File: src/inc/chop_seq_pkg.sv
// constants, register map and timing tables for the chop sequencer
package chop_seq_pkg;
    localparam logic [7:0] ADDR_CONTROL   = 8'h00;
    localparam logic [7:0] ADDR_RATE_CFG  = 8'h04;
    localparam logic [7:0] ADDR_STATUS    = 8'h08;
    localparam logic [7:0] ADDR_RESULT    = 8'h0c;
    localparam logic [7:0] ADDR_DELAY     = 8'h10;

    // data_rate_config fields
    localparam int RATE_LSB    = 0;
    localparam int RATE_W      = 4;
    localparam int FILTER_BIT  = 4;   // 1: third-order sinc, 0: low latency
    localparam int CHOP_BIT    = 5;
    localparam int CONT_BIT    = 6;   // 1: continuous, 0: single shot
    localparam logic [7:0] RATE_CFG_RESET = 8'h00;
    localparam logic [7:0] RATE_CFG_MASK  = 8'h7f;

    // control fields
    localparam int START_BIT = 0;
    localparam int STOP_BIT  = 1;

    // status fields
    localparam int ST_BUSY_BIT  = 0;
    localparam int ST_POL_BIT   = 1;
    localparam int ST_READY_BIT = 2;
    localparam int ST_CHOP_BIT  = 3;

    localparam int            DATA_W          = 24;
    localparam int            CNT_W           = 24;
    localparam int            DELAY_W         = 16;
    localparam logic [15:0]   DELAY_RESET     = 16'h000e;  // 14 modulator periods
    localparam int            NUM_RATES       = 14;

    // one polarity conversion, modulator periods, low-latency filter
    function automatic logic [CNT_W-1:0] ll_periods(input logic [RATE_W-1:0] idx);
        unique case (idx)
            4'h0: ll_periods = 24'd104065;
            4'h1: ll_periods = 24'd52865;
            4'h2: ll_periods = 24'd27265;
            4'h3: ll_periods = 24'd15425;
            4'h4: ll_periods = 24'd14465;
            4'h5: ll_periods = 24'd5160;
            4'h6: ll_periods = 24'd4329;
            4'h7: ll_periods = 24'd2600;
            4'h8: ll_periods = 24'd1320;
            4'h9: ll_periods = 24'd680;
            4'ha: ll_periods = 24'd360;
            4'hb: ll_periods = 24'd296;
            4'hc: ll_periods = 24'd168;
            default: ll_periods = 24'd104;
        endcase
    endfunction

    // one polarity conversion, modulator periods, sinc3 filter (three to settle)
    function automatic logic [CNT_W-1:0] sinc3_periods(input logic [RATE_W-1:0] idx);
        unique case (idx)
            4'h0: sinc3_periods = 24'd307265;
            4'h1: sinc3_periods = 24'd153665;
            4'h2: sinc3_periods = 24'd76865;
            4'h3: sinc3_periods = 24'd46145;
            4'h4: sinc3_periods = 24'd38465;
            4'h5: sinc3_periods = 24'd15425;
            4'h6: sinc3_periods = 24'd12857;
            4'h7: sinc3_periods = 24'd7745;
            4'h8: sinc3_periods = 24'd3905;
            4'h9: sinc3_periods = 24'd1985;
            4'ha: sinc3_periods = 24'd1025;
            4'hb: sinc3_periods = 24'd808;
            4'hc: sinc3_periods = 24'd424;
            default: sinc3_periods = 24'd232;
        endcase
    endfunction

    typedef enum logic [1:0] {
        SEQ_IDLE,
        SEQ_SETTLE,
        SEQ_CONVERT
    } seq_state_e;
endpackage

File: src/logic/global_chop_sequencer.sv
// global chop conversion sequencer with apb register access
//
// Contract
// - chop pairs run only when the chop enable bit is set; else single polarity.
// - first conversion after each start or restart uses normal input polarity.
// - second conversion swaps polarity; result is half the difference of both.
// - low-latency filter with chop gives first output after about two conversions.
// - sinc3 filter with chop gives first output after about six conversions.
// - continuous chop conversions after the first take half the first's time.
// - continuous chop averages the latest two conversions on every data cycle.
// - low latency 2.5 SPS first 208130, later 104065; 100 SPS first 5200.
// - a sequence starts on start pin rising edge or a start command.
// - settling delay is applied once per conversion, so twice before the first chop result, once per later continuous result.
`timescale 1ns/1ps
module global_chop_sequencer #(
    parameter int MOD_DIV     = 24,   // pclk cycles per modulator period
    parameter int COUNT_SHIFT = 0     // shortens conversion counts for simulation
) (
    input  wire logic        pclk,          // 100 MHz clock
    input  wire logic        presetn,       // async reset, active low
    input  wire logic        psel,          // apb select
    input  wire logic        penable,       // apb enable
    input  wire logic        pwrite,        // apb direction
    input  wire logic [7:0]  paddr,         // apb byte address
    input  wire logic [31:0] pwdata,        // apb write data
    output logic      [31:0] prdata,        // apb read data
    output logic             pready,        // apb ready
    output logic             pslverr,       // apb error on unmapped address
    input  wire logic        start_pin,     // asynchronous start pin
    input  wire logic [23:0] filter_data,   // filtered conversion value, same clock
    output logic             polarity_swap, // high while inputs are reversed
    output logic             conv_active,   // sequencer busy
    output logic      [23:0] result,        // corrected result
    output logic             result_valid   // one-cycle pulse per new result
);
    localparam int DW = chop_seq_pkg::DATA_W;
    localparam int CW = chop_seq_pkg::CNT_W;

    logic [7:0]                         rate_cfg;
    logic [chop_seq_pkg::DELAY_W-1:0]   delay_cfg;
    logic                               ready_flag;
    logic                               start_cmd;
    logic                               stop_cmd;
    logic [2:0]                         pin_sync;
    logic                               chop_prev;
    logic [$clog2(MOD_DIV+1)-1:0]       div_cnt;
    logic                               mod_tick;
    logic [CW-1:0]                      cnt;
    logic [DW-1:0]                      prev_sample;
    logic                               have_prev;
    chop_seq_pkg::seq_state_e           state;

    wire apb_acc   = psel & penable & pready;
    wire apb_wr    = apb_acc & pwrite;
    wire apb_rd    = apb_acc & ~pwrite;
    wire chop_en   = rate_cfg[chop_seq_pkg::CHOP_BIT];
    wire cont_mode = rate_cfg[chop_seq_pkg::CONT_BIT];
    wire [chop_seq_pkg::RATE_W-1:0] rate_idx =
        rate_cfg[chop_seq_pkg::RATE_LSB +: chop_seq_pkg::RATE_W];
    wire pin_rise  = pin_sync[1] & ~pin_sync[2];
    wire go        = pin_rise | start_cmd;
    wire chop_chg  = chop_en != chop_prev;
    wire restart   = go | (chop_chg & (state != chop_seq_pkg::SEQ_IDLE));

    function automatic logic unmapped(input logic [7:0] a);
        unmapped = !(a == chop_seq_pkg::ADDR_CONTROL || a == chop_seq_pkg::ADDR_RATE_CFG ||
                     a == chop_seq_pkg::ADDR_STATUS  || a == chop_seq_pkg::ADDR_RESULT   ||
                     a == chop_seq_pkg::ADDR_DELAY);
    endfunction

    // per-conversion length; sinc3 counts already hold three settling conversions
    function automatic logic [CW-1:0] conv_len(input logic sinc3,
                                               input logic [chop_seq_pkg::RATE_W-1:0] idx);
        logic [CW-1:0] raw;
        raw = sinc3 ? chop_seq_pkg::sinc3_periods(idx)
                    : chop_seq_pkg::ll_periods(idx);
        raw = raw >> COUNT_SHIFT;
        conv_len = (raw == '0) ? CW'(1) : raw;
    endfunction

    function automatic logic [DW-1:0] average(input logic [DW-1:0] a, input logic [DW-1:0] b);
        logic signed [DW:0] s;
        s = $signed({a[DW-1], a}) + $signed({b[DW-1], b});
        average = s[DW:1];
    endfunction

    // apb handshake: one wait cycle, registered read data
    always_ff @(posedge pclk or negedge presetn) begin
        if (!presetn) begin
            pready  <= 1'b0;
            prdata  <= 32'h0000_0000;
            pslverr <= 1'b0;
        end else if (psel && penable && !pready) begin
            pready  <= 1'b1;
            pslverr <= unmapped(paddr);
            prdata  <= 32'h0000_0000;
            if (!pwrite) begin
                unique case (paddr)
                    chop_seq_pkg::ADDR_RATE_CFG: prdata <= {24'h00_0000, rate_cfg};
                    chop_seq_pkg::ADDR_STATUS:   prdata <= {28'h000_0000, chop_en, ready_flag,
                                                            polarity_swap, conv_active};
                    chop_seq_pkg::ADDR_RESULT:   prdata <= {8'h00, result};
                    chop_seq_pkg::ADDR_DELAY:    prdata <= {16'h0000, delay_cfg};
                    default:                     prdata <= 32'h0000_0000;
                endcase
            end
        end else begin
            pready  <= 1'b0;
            pslverr <= 1'b0;
        end
    end

    // configuration registers
    always_ff @(posedge pclk or negedge presetn) begin
        if (!presetn) begin
            rate_cfg  <= chop_seq_pkg::RATE_CFG_RESET;
            delay_cfg <= chop_seq_pkg::DELAY_RESET;
        end else if (apb_wr && !unmapped(paddr)) begin
            if (paddr == chop_seq_pkg::ADDR_RATE_CFG)
                rate_cfg <= pwdata[7:0] & chop_seq_pkg::RATE_CFG_MASK;
            if (paddr == chop_seq_pkg::ADDR_DELAY)
                delay_cfg <= pwdata[chop_seq_pkg::DELAY_W-1:0];
        end
    end

    // command strobes from control writes
    always_ff @(posedge pclk or negedge presetn) begin
        if (!presetn) begin
            start_cmd <= 1'b0;
            stop_cmd  <= 1'b0;
        end else begin
            start_cmd <= apb_wr && paddr == chop_seq_pkg::ADDR_CONTROL &&
                         pwdata[chop_seq_pkg::START_BIT];
            stop_cmd  <= apb_wr && paddr == chop_seq_pkg::ADDR_CONTROL &&
                         pwdata[chop_seq_pkg::STOP_BIT];
        end
    end

    // start pin synchroniser and chop enable history
    always_ff @(posedge pclk or negedge presetn) begin
        if (!presetn) begin
            pin_sync  <= 3'b000;
            chop_prev <= 1'b0;
        end else begin
            pin_sync  <= {pin_sync[1:0], start_pin};
            chop_prev <= chop_en;
        end
    end

    // modulator period enable
    always_ff @(posedge pclk or negedge presetn) begin
        if (!presetn) begin
            div_cnt  <= '0;
            mod_tick <= 1'b0;
        end else if (div_cnt == ($clog2(MOD_DIV+1))'(MOD_DIV - 1)) begin
            div_cnt  <= '0;
            mod_tick <= 1'b1;
        end else begin
            div_cnt  <= div_cnt + 1'b1;
            mod_tick <= 1'b0;
        end
    end

    // conversion sequence: settle delay then one polarity conversion
    always_ff @(posedge pclk or negedge presetn) begin
        if (!presetn) begin
            state         <= chop_seq_pkg::SEQ_IDLE;
            cnt           <= '0;
            polarity_swap <= 1'b0;
            have_prev     <= 1'b0;
            prev_sample   <= '0;
            conv_active   <= 1'b0;
        end else if (restart) begin
            state         <= chop_seq_pkg::SEQ_SETTLE;
            cnt           <= CW'(delay_cfg);
            polarity_swap <= 1'b0;
            have_prev     <= 1'b0;
            conv_active   <= 1'b1;
        end else if (stop_cmd) begin
            state         <= chop_seq_pkg::SEQ_IDLE;
            polarity_swap <= 1'b0;
            have_prev     <= 1'b0;
            conv_active   <= 1'b0;
        end else if (mod_tick) begin
            unique case (state)
                chop_seq_pkg::SEQ_IDLE: begin
                    conv_active <= 1'b0;
                end
                chop_seq_pkg::SEQ_SETTLE: begin
                    if (cnt == '0) begin
                        state <= chop_seq_pkg::SEQ_CONVERT;
                        cnt   <= conv_len(rate_cfg[chop_seq_pkg::FILTER_BIT], rate_idx);
                    end else begin
                        cnt <= cnt - 1'b1;
                    end
                end
                chop_seq_pkg::SEQ_CONVERT: begin
                    if (cnt > CW'(1)) begin
                        cnt <= cnt - 1'b1;
                    end else begin
                        prev_sample <= filter_data;
                        have_prev   <= chop_en;
                        // each conversion carries its own settling delay
                        cnt         <= CW'(delay_cfg);
                        if (chop_en) begin
                            polarity_swap <= ~polarity_swap;
                        end
                        // single shot ends after one result
                        if (!cont_mode && (!chop_en || have_prev)) begin
                            state         <= chop_seq_pkg::SEQ_IDLE;
                            conv_active   <= 1'b0;
                            polarity_swap <= 1'b0;
                        end else begin
                            state <= chop_seq_pkg::SEQ_SETTLE;
                        end
                    end
                end
            endcase
        end
    end

    wire conv_done = mod_tick && !restart && !stop_cmd &&
                     state == chop_seq_pkg::SEQ_CONVERT && cnt <= CW'(1);

    // result and its sticky ready flag; new result wins over read clear
    always_ff @(posedge pclk or negedge presetn) begin
        if (!presetn) begin
            result       <= '0;
            result_valid <= 1'b0;
            ready_flag   <= 1'b0;
        end else begin
            result_valid <= 1'b0;
            if (apb_rd && paddr == chop_seq_pkg::ADDR_RESULT)
                ready_flag <= 1'b0;
            if (conv_done) begin
                if (!chop_en) begin
                    result       <= filter_data;
                    result_valid <= 1'b1;
                    ready_flag   <= 1'b1;
                end else if (have_prev) begin
                    // normal and reversed samples: half the difference cancels offset
                    result       <= polarity_swap ?
                                    average(prev_sample, DW'(-$signed(filter_data))) :
                                    average(filter_data, DW'(-$signed(prev_sample)));
                    result_valid <= 1'b1;
                    ready_flag   <= 1'b1;
                end
            end
        end
    end
endmodule // global_chop_sequencer

File: config.mk
export PLATFORM = sky130hd
export DESIGN_NAME = global_chop_sequencer
export DESIGN_NICKNAME = d
export VERILOG_FILES = /design/src/inc/chop_seq_pkg.sv /design/src/logic/global_chop_sequencer.sv
export SDC_FILE = /design/constraint.sdc
export NUM_CORES = 1
export LEC_CHECK = 0
export BUFFER_PORTS_ARGS = -buffer_cell sky130_fd_sc_hd__buf_2
export CELL_PAD_IN_SITES_DETAIL_PLACEMENT = 0
export CELL_PAD_IN_SITES_GLOBAL_PLACEMENT = 1
export CORE_ASPECT_RATIO = 1.2
export CORE_MARGIN = 4
export CORE_UTILIZATION = 40
export CTS_BUF_LIST = sky130_fd_sc_hd__clkbuf_4
export CTS_CLUSTER_DIAMETER = 60
export DETAILED_ROUTE_END_ITERATION = 8
export GPL_TIMING_DRIVEN = 0
export PLACE_DENSITY = 0.79
export SETUP_SLACK_MARGIN = 0.5
export SYNTH_ARGS = -nofsm -noshare
export SYNTH_HDL_FRONTEND = slang
export SYNTH_SLANG_ARGS = --single-unit
File: constraint.sdc
create_clock -name pclk -period 4.5 [get_ports pclk]
set_input_delay 0.675 -clock pclk [delete_from_list [all_inputs] [get_ports pclk]]
set_output_delay 0.675 -clock pclk [all_outputs]
set_load 0.02 [all_outputs]
==> reports/results.ini, run 1 <==
[status]
outcome = completed

[synthesis]
synth_top_family_by_area = compound AO/OA/AOI/OAI gates
ys_seq_area_share_pct = 33.7
yosys_warnings = 0
synth_area_um2 = 10400
synth-compound-area-share_pct = 23.6
synth.avg_cell_area_um2 = 8.67
syn_inst = 1201
synthSimpleGateAreaFrac_pct = 18.2
synthMuxAreaShare_pct = 5.55
synthFlopType = dfrtp_1
synth_edf_count = 0
ys_ff_latch = 140
ys_types = 81
ys_async_sr_fraction_pct = 100
synthAdderAreaFrac_pct = 7.71
synth-xor-area-share_pct = 7.57

[routing]
post-route-drc-count = 0
finalWirelength_um = 33700
drtPass1Iterations = 6
vias = 9773
drtIter0Drc = 898
ant_nets = 0
drt-met1-wl_um = 13400
viasPerCell = 5.81
wire_per_inst_um = 20.0
top_layer = met4
wl_met2_um = 17700
wl_met3_um = 1430

[final_layout]
multi_input_area_um2 = 6680
seq_area_um2 = 3510
final_nets = 1471
area_growth_pct = 14.3
drive_gt1_share_pct = 18.5
utilization_pct = 46.6
n_fill_cell = 2548

[die]
core_area_um2 = 25500
num_rows = 64
ioPinCount = 131
initial_utilization_pct = 40.8
die_x_um = 155
die_h_um = 185
dieArea_um2 = 28700

[timing]
setup_viol = 0
tightest_slew_ns = 1.02
setup_tns_ns = 0
rsz0062_at_grt = yes
finalCritPeriodShare_pct = 85.1
hold_viol = 0
max_freq_mhz = 261
fin_skew_ns = 0.0376
finalMaxSlewViolations = 0
relSlewSlack_pct = 31.5
period_needed_ns = 3.83

[placement]
port_buffers = 106
dp_hpwl_um = 26500
gp_congestion = 0.888

[clocking]
numCtsBuffers = 17
cts_root_buffer = clkbuf_4
cts.clk_slew.worst_paths_ns = 0.13
clk_path_buf_depth = 2
clock_latency_ns = 0.60
htree_levels = 4
cts_tree = built
cts_hold_buf = 0
cts.sinks = 140

[global_route]
grt_pass1_wl_um = 53500
overflow = 0
gr-usage-all-layers_pct = 23.6
grt_pass1_vias = 9677
grt_max_degree = 86
antenna_found_initial = 2

[setup_path]
reg2reg_slack_ns = 0.75
arrival_ns = 4.34
start_kind = primary input
cp_max_fo = 6
r2r-end = result[21]
crit_required_ns = 5.01
worst-r2r-cell-count = 14
crit_type = in2reg
r2r_start = prev_sample[5]
endpoint_kind = register

[flow_run]
drv_cap = 0

[pwr]
power_density_nw_per_um2 = 249
leakage_nw = 5.17
vdd_ir_drop_max_mv = 0.116

[hold_path]
min_path_type = in2async

report_power, final:
part           switching, mW  internal, mW  total [mW]  leakage [nW]
logic                  0.403         0.284       0.687          3.32
clock network          0.498         0.428       0.926         0.153
registers             0.0518          1.30        1.35          1.69
logic make-up after synthesis:
family,Yosys count
other cells,1
mux,53
flops,140
buf+inv,91
compound gates,377
xor+xnor,90
simple gates,386
fa+ha+maj,63
repair_timing:
action / 4_1_cts / 5_1_grt
gates resized for setup: 6 / 32
endpoints found under the setup margin: 8 / 8
buffers inserted: 0 / 4
endpoints found under the hold margin: 0 / 0
pin swaps: 0 / 4
per-stage QoR:
stage	instance area (um2)	hold WS (ns)	total power, mW	std cells	worst slack (ns)
floorplan	10500	0.331	1.83	1208	0.531
detailed placement	11400	0.363	2.03	1645	-0.160
CTS	11800	0.00658	2.97	1677	0.409
global placement	11400	0.333	2.03	1644	-0.118
global route	11900	0.0360	3.11	1682	0.448
finish	11900	0.0182	2.96	1682	0.672
registers in the layout, indices dropped and copies added (netlist names), 2 cells and up:
register,count
prev_sample,24
pin_sync,3
div_cnt,5
rate_cfg,7
cnt,24
delay_cfg,16
prdata,24
state,2
result,24
synthesized netlist by cell type, drive strengths merged (15+ instances only):
cell type	number	area share [%]
dfrtp	137	33
nand2	128	4.6
o21ai	120	5.8
nor2	89	3.2
a21oi	76	3.7
ha	61	7.3
xnor2	61	5.1
mux2	38	4.1
nor3	38	1.9
inv	35	1.3
clkbuf	34	1.2
xor2	29	2.4
a21o	26	1.9
nand3	23	1.2
buf	22	1.3
nor4	20	1.3
or3	18	1.2
a211oi	17	1.3
mux2i	15	1.4
metal layers:
| metal | GRT usage (%) | up-vias |
|---|---|---|
| li1 | - | 4707 |
| met1 | 28.1 | 4709 |
| met2 | 43.0 | 282 |
| met3 | 3.18 | 75 |
| met4 | 9.42 | 0 |
| met5 | 0 | - |
worst max-delay path by stage:
stage	end	cells past startpoint	startpoint	slack (ns)
detailed placement	result[22]	15	filter_data[7]	-0.16
floorplan	result[17]	14	filter_data[7]	0.53
global route	result[23]	14	filter_data[13]	0.45
CTS	result[20]	16	prev_sample[5]	0.41
global placement	result[22]	15	filter_data[7]	-0.12
finish	result[23]	14	filter_data[13]	0.67
placed cells by master (no fill, tap or decap), types with 17 or more instances in the layout:
cell type and count:
dfrtp_1 132, nand2_1 128, o21ai_0 115, buf_2 114
nor2_1 89, a21oi_1 76, xnor2_1 61, ha_1 60
mux2_2 38, nor3_1 34, inv_1 34, clkbuf_1 31
xor2_1 29, a21o_1 26, nand3_1 22, clkbuf_4 17
layout make-up:
type,instances,area share [%]
Multi-Input combinational cell,977,56.1
Sequential cell,140,29.5
Timing Repair Buffer,111,4.99
Tap cell,330,3.47
Buffer,56,2.21
Clock inverter,15,1.50
Inverter,35,1.10
Clock buffer,17,1.07
Antenna cell,1,0.0210
worst max-delay path, stage by stage:
cell and delay, ns:
buf_2 0.15, or4_1 0.57, nor3_1 0.27, nand4_1 0.23, xor2_1 0.20, ha_1 0.37, a21o_1 0.23, o21bai_1 0.17
a2111oi_1 0.39, o21bai_1 0.20, a31o_2 0.26, a2111oi_2 0.38, nor4_2 0.08, o21ai_0 0.16
Note: power is estimated with default switching activity, not from simulation.
==> inputs of run 2 (changes only) <==
- BUFFER_PORTS_ARGS: -buffer_cell sky130_fd_sc_hd__buf_2 -> unset
- CTS_BUF_LIST: sky130_fd_sc_hd__clkbuf_4 -> unset
- DONT_BUFFER_PORTS: unset -> 1
- PLACE_DENSITY: 0.79 -> 0.73
==> reports/results.ini, run 2 (synthesis gave the netlist of run 1 again) <==
[status]
outcome = completed

[timing]
relSlewSlack_pct = 41.9
period_needed_ns = 3.83
tightest_slew_ns = 0.864
max_freq_mhz = 261
setup_ws_ns = 0.675
finalCritPeriodShare_pct = 85.0
holdWs_ns = 0.0775
setup_viol = 0
hold_viol = 0
rsz0062_at_grt = yes
finalMaxSlewViolations = 0
fin_skew_ns = 0.00791
setup_tns_ns = 0

[setup_path]
r2r_start = prev_sample[7]
endpoint_kind = register
r2r-end = result[21]
reg2reg_slack_ns = 0.73
arrival_ns = 4.15
cp_max_fo = 6
crit_type = in2reg
crit_start = filter_data[7]
crit_required_ns = 4.83
start_kind = primary input
worst-r2r-cell-count = 13
crit_path_end = result[17]

[die]
die_x_um = 155
num_rows = 64
dieArea_um2 = 28700
initial_utilization_pct = 40.8
die_h_um = 185
ioPinCount = 131
core_area_um2 = 25500

[placement]
placed_area_um2 = 10900
dp_hpwl_um = 26600
dpl_worst_slack_ns = -0.0236
port_buffers = 0
gp_congestion = 0.904
dp_cells = 1538

[final_layout]
instances_no_fill = 1573
design_area_um2 = 11600
utilization_pct = 45.6
n_antenna_cell = 0
final_common_cell = dfrtp_1
drive_gt1_share_pct = 11.7
mostFrequentLayoutCells = 135 x dfrtp_1, 127 x nand2_1, 116 x o21ai_0
final_nets = 1364
area_growth_pct = 11.8
n_fill_cell = 2539

[routing]
ant_nets = 0
vias = 9356
drtIter0Drc = 679
viasPerCell = 5.95
drtPass1Iterations = 5
finalWirelength_um = 34400
wire_per_inst_um = 21.9
post-route-drc-count = 0

[global_route]
grt_pass1_vias = 9034
gr-usage-all-layers_pct = 24.0
overflow = 0
antenna_found_initial = 0
grt_max_degree = 138
grt_pass1_wl_um = 53200

[clocking]
numCtsBuffers = 17
cts.sinks = 140
cts_root_buffer = clkbuf_16
cts.clk_slew.worst_paths_ns = 0.06
htree_levels = 4
cts_tree = built
clk_path_buf_depth = 2
clock_latency_ns = 0.44

[flow_run]
drv_cap = 0

[pwr]
leakage_nw = 4.83
p_clk_share_pct = 41.1
vdd_ir_drop_max_mv = 0.179
p_int_mw = 2.40
power_density_nw_per_um2 = 290
comb_power_share_pct = 18.9
finalPower_mw = 3.38
p_sw_uw = 971
swShare_pct = 28.8
power_frac_seq_pct = 40.0

[hold_path]
min_path_type = in2async

## run 2: timing repair
action                     in CTS  in global routing
setup buffers                   0                  3
hold endpoints to repair      137                  0
setup endpoints to repair       9                  7
resized for setup               6                 37
hold buffers                    1                  0
pin swaps                       0                  3
## run 2: critical path: stages
cell       delay (ns)
or4_1            0.60
nor3_4           0.21
nand3_1          0.19
nor3_2           0.18
xnor2_1          0.15
ha_1             0.32
and4_1           0.22
a221oi_1         0.23
o21ai_0          0.16
a21o_1           0.27
a2111oi_4        0.40
o211a_1          0.21
a211oi_1         0.06
a31o_2           0.29
## run 2: power groups by stage
| stage | combinational [mW] | clock [mW] | sequential, mW |
|---|---|---|---|
| floorplan | 0.471 | 0 | 1.36 |
| global placement | 0.586 | 0 | 1.37 |
| detailed placement | 0.586 | 0 | 1.37 |
| CTS | 0.620 | 1.42 | 1.35 |
| global route | 0.709 | 1.47 | 1.36 |
| finish | 0.636 | 1.39 | 1.35 |
## run 2: cell type report
type	instances	area [um2]	area share [%]
Timing Repair Buffer	4	50.0	0.430
Multi-Input combinational cell	977	6720	57.7
Clock inverter	7	90.1	0.774
Buffer	56	263	2.26
Tap cell	330	413	3.55
Clock buffer	24	472	4.05
Sequential cell	140	3510	30.1
Inverter	35	131	1.13
## run 2: metal layers
layer / up-vias / GRT usage [%] / part of all wire, % / wire length (um)
li1: 4499 / - / - / -
met1: 4555 / 28.5 / 40 / 13600
met2: 242 / 43.1 / 52 / 17900
met3: 60 / 4.00 / 4.7 / 1600
met4: 0 / 9.74 / 3.7 / 1280
met5: - / 0 / 0 / 0
## run 2: worst min path at each step
stage | start | endpoint | slack (ns) | depth (start not counted)
2_1_floorplan | pin_sync[0] | pin_sync[1] | 0.33 | 0
6_report | presetn | delay_cfg[1] | 0.08 | 0
4_1_cts | presetn | delay_cfg[3] | 0.07 | 0
3_3_place_gp | pin_sync[0] | pin_sync[1] | 0.33 | 0
3_5_place_dp | pin_sync[0] | pin_sync[1] | 0.35 | 0
5_1_grt | presetn | delay_cfg[1] | 0.06 | 0
